### config.mk
export PLATFORM = sky130hd
export DESIGN_NAME = iocs_decode
export DESIGN_NICKNAME = d
export VERILOG_FILES = /design/src/hdl/iocs_pkg.sv /design/src/hdl/iocs_decode.sv
export SDC_FILE = /design/constraint.sdc
export NUM_CORES = 1
export LEC_CHECK = 0
export BUFFER_PORTS_ARGS = -buffer_cell sky130_fd_sc_hd__buf_2
export CELL_PAD_IN_SITES_DETAIL_PLACEMENT = 1
export CELL_PAD_IN_SITES_GLOBAL_PLACEMENT = 2
export CORE_ASPECT_RATIO = 0.7
export CORE_UTILIZATION = 30
export DETAILED_ROUTE_END_ITERATION = 8
export GPL_ROUTABILITY_DRIVEN = 0
export HOLD_SLACK_MARGIN = 0.15
export PLACE_DENSITY = 0.67
export SLEW_MARGIN = 25
export SYNTH_ARGS = -nofsm -noshare
export SYNTH_HDL_FRONTEND = slang
export SYNTH_SLANG_ARGS = --single-unit
### constraint.sdc
create_clock -name i_mclk -period 1.6 [get_ports i_mclk]
set_input_delay 0.08 -clock i_mclk [delete_from_list [all_inputs] [get_ports i_mclk]]
set_output_delay 0.08 -clock i_mclk [all_outputs]
set_load 0.02 [all_outputs]
### src/hdl/iocs_pkg.sv
// Constants for the I/O chip select decoder
package iocs_pkg;

  // Widths
  localparam int ADDR_W = 16;
  localparam int DATA_W = 16;
  localparam int CS_W   = 5;
  localparam int LOC_W  = 10;  // Low address bits that three-digit ranges compare

  // Configuration ports (all sixteen address bits compared)
  localparam logic [ADDR_W-1:0] IO_PORT_SEL = 16'h2072;
  localparam logic [ADDR_W-1:0] IO_DISK_RTC = 16'h2872;
  localparam logic [ADDR_W-1:0] IO_PCS_ADDR = 16'h3072;
  localparam logic [DATA_W-1:0] REG_RESET   = 16'h0000;

  // Fields of the port select register
  localparam int PRN_DEC_HI = 10;
  localparam int PRN_DEC_LO = 9;
  localparam int PRN_LOC    = 8;
  localparam int COMA_HI    = 7;
  localparam int COMA_LO    = 5;
  localparam int COMA_LOC   = 4;
  localparam int COMB_HI    = 3;
  localparam int COMB_LO    = 1;
  localparam int COMB_LOC   = 0;

  // Fields of the disk, clock and video register
  localparam int RTC_LOC      = 15;
  localparam int VID_FAST     = 14;
  localparam int PCS_EN       = 12;
  localparam int PCS_UMSK     = 11;
  localparam int PCS_LMSK_HI  = 10;
  localparam int PCS_LMSK_LO  = 8;
  localparam int PCS_LOC      = 7;
  localparam int PCS_LMSK_MAX = 4;

  // Decode codes
  localparam logic [1:0] PRN_CODE_3BC = 2'h1;
  localparam logic [1:0] PRN_CODE_378 = 2'h2;
  localparam logic [1:0] PRN_CODE_278 = 2'h3;
  localparam logic [2:0] COM_CODE_3F8 = 3'h1;
  localparam logic [2:0] COM_CODE_2F8 = 3'h2;
  localparam logic [2:0] COM_CODE_3E8 = 3'h3;
  localparam logic [2:0] COM_CODE_2E8 = 3'h4;

  // Port ranges
  localparam int PRN_SPAN_SHORT = 2;  // Four-byte range
  localparam int COM_SPAN       = 3;  // Eight-byte ranges
  localparam int VID_SPAN       = 1;  // Two-byte pairs
  localparam logic [LOC_W-1:0] PRN_3BC = 10'h3BC;
  localparam logic [LOC_W-1:0] PRN_378 = 10'h378;
  localparam logic [LOC_W-1:0] PRN_278 = 10'h278;
  localparam logic [LOC_W-1:0] COM_3F8 = 10'h3F8;
  localparam logic [LOC_W-1:0] COM_2F8 = 10'h2F8;
  localparam logic [LOC_W-1:0] COM_3E8 = 10'h3E8;
  localparam logic [LOC_W-1:0] COM_2E8 = 10'h2E8;
  localparam logic [LOC_W-1:0] RTC_IDX = 10'h070;
  localparam logic [LOC_W-1:0] RTC_DAT = 10'h071;
  localparam logic [LOC_W-1:0] VID_3C0 = 10'h3C0;
  localparam logic [LOC_W-1:0] VID_3C4 = 10'h3C4;
  localparam logic [LOC_W-1:0] VID_3CE = 10'h3CE;

  // Chip select numbers
  localparam logic [CS_W-1:0] CS_RTC_ALE = 5'h05;
  localparam logic [CS_W-1:0] CS_RTC_WR  = 5'h06;
  localparam logic [CS_W-1:0] CS_RTC_RD  = 5'h07;
  localparam logic [CS_W-1:0] CS_COM_A   = 5'h0E;
  localparam logic [CS_W-1:0] CS_PRN     = 5'h0F;
  localparam logic [CS_W-1:0] CS_COM_B   = 5'h10;
  localparam logic [CS_W-1:0] CS_PCS     = 5'h11;

endpackage

### src/hdl/iocs_decode.sv
// I/O chip select decoder with bus placement and fast video timing
module iocs_decode (
  // Clock and reset
  input  wire logic                          i_mclk,
  input  wire logic                          i_rst_n,
  // Host I/O cycle
  input  wire logic                          i_io_strobe,
  input  wire logic                          i_io_write,
  input  wire logic                          i_io_byte,
  input  wire logic [iocs_pkg::ADDR_W-1:0]   i_io_addr,
  input  wire logic [iocs_pkg::DATA_W-1:0]   i_io_wdata,
  // Register read answer
  output logic      [iocs_pkg::DATA_W-1:0]   o_io_rdata,
  output logic                               o_io_rvalid,
  // Chip select
  output logic                               o_cs_valid,
  output logic      [iocs_pkg::CS_W-1:0]     o_cs_num,
  output logic                               o_cs_expansion,
  output logic                               o_video_one_wait
);
  import iocs_pkg::*;

  // Serial range match shared by both serial ports
  function automatic logic com_hit(input logic [2:0] code, input logic [LOC_W-1:0] a);
    logic hit;
    hit = 1'b0;
    case (code)
      COM_CODE_3F8: hit = (a[LOC_W-1:COM_SPAN] == COM_3F8[LOC_W-1:COM_SPAN]);
      COM_CODE_2F8: hit = (a[LOC_W-1:COM_SPAN] == COM_2F8[LOC_W-1:COM_SPAN]);
      COM_CODE_3E8: hit = (a[LOC_W-1:COM_SPAN] == COM_3E8[LOC_W-1:COM_SPAN]);
      COM_CODE_2E8: hit = (a[LOC_W-1:COM_SPAN] == COM_2E8[LOC_W-1:COM_SPAN]);
      default:      hit = 1'b0;
    endcase
    return hit;
  endfunction

  // Address bits that take part in the programmable compare
  function automatic logic [ADDR_W-1:0] pcs_care(input logic umsk, input logic [2:0] lmsk);
    logic [ADDR_W-1:0] m;
    logic [2:0]        ign;
    m   = '1;
    ign = (lmsk > 3'(PCS_LMSK_MAX)) ? 3'h0 : lmsk;
    if (!umsk) begin
      m[ADDR_W-1:LOC_W] = '0;
    end
    for (int i = 0; i < PCS_LMSK_MAX; i++) begin
      if (i < int'(ign)) begin
        m[i] = 1'b0;
      end
    end
    return m;
  endfunction

  logic [DATA_W-1:0] port_sel;
  logic [DATA_W-1:0] disk_rtc;
  logic [DATA_W-1:0] pcs_addr;

  logic [CS_W-1:0]   next_cs_num;
  logic              next_cs_exp;

  // Configuration port hits
  wire hit_port_sel = (i_io_addr == IO_PORT_SEL);
  wire hit_disk_rtc = (i_io_addr == IO_DISK_RTC);
  wire hit_pcs_addr = (i_io_addr == IO_PCS_ADDR);
  wire cfg_hit      = hit_port_sel | hit_disk_rtc | hit_pcs_addr;
  wire cfg_wr       = i_io_strobe & i_io_write;

  // Configuration fields
  wire [1:0] prn_code = port_sel[PRN_DEC_HI:PRN_DEC_LO];
  wire [2:0] coma_code = port_sel[COMA_HI:COMA_LO];
  wire [2:0] comb_code = port_sel[COMB_HI:COMB_LO];
  wire [2:0] pcs_lmsk = disk_rtc[PCS_LMSK_HI:PCS_LMSK_LO];

  // Low address bits; upper bits ignored for fixed ranges
  wire [LOC_W-1:0] a10 = i_io_addr[LOC_W-1:0];

  // Printer range decode
  wire prn_hit_3bc = (prn_code == PRN_CODE_3BC) &&
                     (a10[LOC_W-1:PRN_SPAN_SHORT] == PRN_3BC[LOC_W-1:PRN_SPAN_SHORT]);
  wire prn_hit_378 = (prn_code == PRN_CODE_378) &&
                     (a10[LOC_W-1:COM_SPAN] == PRN_378[LOC_W-1:COM_SPAN]);
  wire prn_hit_278 = (prn_code == PRN_CODE_278) &&
                     (a10[LOC_W-1:COM_SPAN] == PRN_278[LOC_W-1:COM_SPAN]);
  wire prn_hit     = prn_hit_3bc | prn_hit_378 | prn_hit_278;

  // Serial range decode
  wire coma_hit = com_hit(coma_code, a10);
  wire comb_hit = com_hit(comb_code, a10);

  // Clock chip strobes
  wire rtc_idx_hit = (a10 == RTC_IDX);
  wire rtc_dat_hit = (a10 == RTC_DAT);
  wire rtc_hit     = rtc_idx_hit | rtc_dat_hit;

  // Programmable select compare
  wire [ADDR_W-1:0] pcs_mask = pcs_care(disk_rtc[PCS_UMSK], pcs_lmsk);
  wire pcs_hit = disk_rtc[PCS_EN] && (((i_io_addr ^ pcs_addr) & pcs_mask) == '0);

  // Video ports shortened by the fast timing bit
  wire vid_port = (a10[LOC_W-1:VID_SPAN] == VID_3C0[LOC_W-1:VID_SPAN]) ||
                  (a10[LOC_W-1:VID_SPAN] == VID_3C4[LOC_W-1:VID_SPAN]) ||
                  (a10[LOC_W-1:VID_SPAN] == VID_3CE[LOC_W-1:VID_SPAN]);
  wire next_one_wait = i_io_strobe & i_io_byte & vid_port & disk_rtc[VID_FAST];

  // Any select; a same-range clash between serial ports favours port A
  wire dev_hit   = prn_hit | coma_hit | comb_hit | rtc_hit | pcs_hit;
  wire next_cs   = i_io_strobe & ~cfg_hit & dev_hit;
  wire rd_access = i_io_strobe & ~i_io_write & cfg_hit;

  // Select number and bus location by priority
  always_comb begin
    next_cs_num = CS_PCS;
    next_cs_exp = disk_rtc[PCS_LOC];
    if (prn_hit) begin
      next_cs_num = CS_PRN;
      next_cs_exp = port_sel[PRN_LOC];
    end else if (coma_hit) begin
      next_cs_num = CS_COM_A;
      next_cs_exp = port_sel[COMA_LOC];
    end else if (comb_hit) begin
      next_cs_num = CS_COM_B;
      next_cs_exp = port_sel[COMB_LOC];
    end else if (rtc_hit) begin
      next_cs_exp = disk_rtc[RTC_LOC];
      if (rtc_idx_hit) begin
        next_cs_num = CS_RTC_ALE;
      end else if (i_io_write) begin
        next_cs_num = CS_RTC_WR;
      end else begin
        next_cs_num = CS_RTC_RD;
      end
    end
  end

  // Read data of the addressed register
  wire [DATA_W-1:0] next_rdata = hit_port_sel ? port_sel :
                                 hit_disk_rtc ? disk_rtc :
                                 hit_pcs_addr ? pcs_addr : '0;

  // Configuration registers
  always_ff @(posedge i_mclk or negedge i_rst_n) begin
    if (!i_rst_n) begin
      port_sel <= REG_RESET;
      disk_rtc <= REG_RESET;
      pcs_addr <= REG_RESET;
    end else begin
      if (cfg_wr && hit_port_sel) port_sel <= i_io_wdata;
      if (cfg_wr && hit_disk_rtc) disk_rtc <= i_io_wdata;
      if (cfg_wr && hit_pcs_addr) pcs_addr <= i_io_wdata;
    end
  end

  // Registered select and read answer
  always_ff @(posedge i_mclk or negedge i_rst_n) begin
    if (!i_rst_n) begin
      o_cs_valid       <= 1'b0;
      o_cs_num         <= '0;
      o_cs_expansion   <= 1'b0;
      o_video_one_wait <= 1'b0;
      o_io_rvalid      <= 1'b0;
      o_io_rdata       <= '0;
    end else begin
      o_cs_valid       <= next_cs;
      o_cs_num         <= next_cs ? next_cs_num : '0;
      o_cs_expansion   <= next_cs & next_cs_exp;
      o_video_one_wait <= next_one_wait;
      o_io_rvalid      <= rd_access;
      o_io_rdata       <= rd_access ? next_rdata : '0;
    end
  end

  wire cyc = i_io_strobe & ~cfg_hit;
endmodule

==> flow_summary.toml <==
[power]
internal-power_mw = 3.21
p_seq_share_pct = 45.2
irDropWorstVdd_mv = 0.467
p_per_area_nw_per_um2 = 780
power.share.switching_pct = 21.6
power_leakage_nw = 2.57
clock_power_share_pct = 47.9
p_switching_uw = 885
pwr-share-comb_pct = 7.0

[critical_path]
crit_chain = "nand4_1, nor3_1, a21oi_1, o21a_2, mux2_2, o211a_1"
max_stage_delay_ps = 420
worstPathArrival_ps = 1970
crit_path_max_fanout = 4
crit_type = "flop to flop"
cp_slowest_cell = "dfrtp_2"
cp.required_ps = 1820
rr_worst_depth = 6
cp-endpoint = "o_cs_expansion"
worst_setup_path_start_kind = "flop"
worstReg2RegEnd = "o_cs_expansion"
cp.depth = 6
r2r_slack_ps = -140
critPathTopFamily = "compound AO/OA/AOI/OAI gates"
end_kind = "flop"
r2r-start = "port_sel[1]"
cp_num_buf_inv = 0
startpoint = "port_sel[1]"

[grt]
gr-usage-met1_pct = 27.4
grt_max_degree = 32
antenna_found_initial = 0
grt_util_met3_pct = 3.83
grt_pass1_wl_um = 17700
grt_pass1_vias = 3204
use_met2_pct = 29.1
grt_usage_pct = 19.2
gr-total-overflow = 0
top_usage_layer = "met2"

[routing]
detail-route-antenna-nets = 0
wl_um = 11300
avgViaCountPerCell = 4.82
wl_per_cell_um = 18.5
drt_drc_violations_left = 0
first_pass_iters = 4
first_iter_violations = 103
vias = 2939

[synthesis]
synth_top_family_by_area = "simple AND/OR/NAND/NOR gates"
synth-simple-area-share_pct = 18.5
synthFlopType = "dfrtp_1"
synth_seq_area_share_pct = 50.5
syn-num-nets = 346
ys_ff_latch = 73
synth_cell_type_count = 49
synthesis.area_um2 = 3620
synth_edf_count = 0
ys_warn_count = 0
syn_inst = 309
synth_xor_area_share_pct = 4.11
async_reset_ff_share_pct = 100
synth-adder-area-share_pct = 0
synth_compound_area_share_pct = 8.71
syn_area_per_cell_um2 = 11.7
synth_mux_area_share_pct = 13.8

[finish]
finalNetCount = 487
diodes = 0
drive_gt1_share_pct = 47.2
final_cells = 610
fill_cells = 1317
area_delta_synth_final_pct = 45.0

[clock_network]
clkLatencyLatePin_ps = 330
clkSlewWorstSetupHoldPaths_ps = 60
cts_sinks = 73
ctsLongestPathBuffers = 2
root_buffer = "clkbuf_16"
cts_made_buffers = 9
cts_tree = "yes"
h-tree-depth = 3

[sta]
fin_tns_setup_ps = -237
final.min_clock_period_ps = 1740
setup_viol = 5
maxSlewViolCount = 0
clock_skew_ps = 6.95
hold_viol = 0
tightest_slew_ps = 359
worst_slack_ps = -142
rsz0062_at_grt = "yes"
post-route-period-util_pct = 109
max_freq_mhz = 574
slew_headroom_pct = 76.1

[die]
io_pins = 62
dieArea_um2 = 12500
die_h_um = 93.9
dieWidth_um = 133
core_area_um2 = 11700
start_util_pct = 30.9
rows = 33

[placed_design]
numPortBuffers = 61
pre_cts_slack_ps = -422
dp.cells = 572
dpl.hpwl_um = 8240

[status]
status = "finished with violations"
violations = "setup timing"

[run]
maxCapViolCount = 0

[worst_hold_path]
min_path_cells = 3
min_path_type = "primary input to flop"
power by group through the flow:
stage               Combinational, mW  Clock [mW]  Sequential [mW]
detailed placement              0.244           0             1.88
global route                    0.312        2.09             1.85
CTS                             0.280        2.02             1.85
global placement                0.242           0             1.88
floorplan                      0.0625           0             1.88
finish                          0.285        1.96             1.85
cell usage after synthesis (4+ instances only):
cell type,n,area share [%]
a21oi_1,23,3.2
a22oi_1,7,1.5
buf_6,6,1.9
clkbuf_1,4,0.41
dfrtp_1,73,50
inv_1,11,1.1
mux2_1,10,3.1
mux2_2,21,6.5
mux2_4,10,4.1
nand2_1,14,1.5
nand2b_1,8,1.4
nand3_1,6,0.83
nand4_1,4,0.69
nor2_1,22,2.3
nor3_1,11,1.5
nor3_2,9,2.5
o21ai_0,11,1.5
xnor2_1,15,3.6
layout by cell type, fill, tap and decap left out, types with 2 or more instances in the layout:
| cell | count |
|---|---|
| buf_6 | 7 |
| nor2_8 | 2 |
| xor2_1 | 2 |
| a22oi_1 | 7 |
| dfrtp_1 | 72 |
| nor2_1 | 22 |
| a21oi_1 | 22 |
| buf_12 | 4 |
| nand3b_1 | 2 |
| o21ai_0 | 10 |
| or2_2 | 2 |
| o32ai_2 | 2 |
| nand2b_1 | 8 |
| buf_2 | 57 |
| nor3b_4 | 2 |
| mux2_1 | 3 |
| mux2_2 | 9 |
| nand3_1 | 6 |
| nand4b_1 | 3 |
| nor3_1 | 6 |
| mux2_4 | 29 |
| and3_1 | 2 |
| clkbuf_16 | 10 |
| nor3_2 | 14 |
| nand2_1 | 14 |
| nor4_1 | 2 |
| buf_4 | 57 |
| inv_1 | 11 |
| dlygate4sd3_1 | 18 |
| nand4_1 | 4 |
| and4b_1 | 2 |
| xnor2_1 | 14 |
tightest hold or removal path, delay by kind of cell:
family	cells	cell delay [ps]
buf+inv	2	230
simple gates	1	180
flip-flops by register name, summed over array words and instances (netlist names):
register	count
o_io_rvalid	1
o_cs_num	5
o_io_rdata	16
o_video_one_wait	1
pcs_addr	16
port_sel	16
o_cs_expansion	1
o_cs_valid	1
disk_rtc	16
metrics by stage:
| step | area, µm² | total power [mW] | hold slack [ps] | utilization [%] |
|---|---|---|---|---|
| after detailed placement | 4520 | 2.12 | 22.1 | 38.5 |
| final | 5250 | 4.09 | 189 | 44.8 |
| after floorplan | 3670 | 1.94 | -216 | - |
| after global placement | 4520 | 2.12 | 14.9 | 38.5 |
| after global routing | 5250 | 4.25 | 215 | 44.8 |
| after CTS | 5030 | 4.14 | 181 | 42.9 |
timing repair:
item | CTS | global route
buffers inserted | 2 | 3
hold buffers | 18 | 0
endpoints found under the hold margin | 122 | 0
gates resized for setup | 9 | 38
gates cloned | 0 | 1
setup endpoints to repair | 27 | 56
pin swaps | 7 | 11
final cells by class:
class | instances | area [µm²] | area share (%)
well taps | 157 | 196 | 3.74
multi-input cells | 211 | 1820 | 34.7
repair buffers | 144 | 1080 | 20.5
clock inverters | 3 | 42.5 | 0.811
inverters | 11 | 41.3 | 0.787
flip-flops and latches | 73 | 1830 | 34.8
clock buffers | 11 | 243 | 4.63
cells by family after synthesis:
kind of cell    count (synthesis)
flops                          73
compound gates                 52
buf+inv                        25
simple gates                  101
xor+xnor                       17
mux                            41
how the worst min path moves through the flow:
stage,start,end,slack [ps]
after floorplan,i_rst_n,disk_rtc[0],-220
after global placement,i_rst_n,o_io_rdata[6],10
after detailed placement,i_rst_n,port_sel[6],20
after CTS,i_io_addr[6],o_video_one_wait,180
after global routing,i_io_byte,o_video_one_wait,220
final,i_io_addr[6],o_video_one_wait,190
metal layers:
layer	up-vias	wire length, µm	share of wire, %
li1	1378	-	-
met1	1479	5770	51
met2	66	4930	44
met3	16	471	4.2
met4	0	132	1.2
met5	-	0	0
Note: power is estimated with default switching activity, not from simulation.
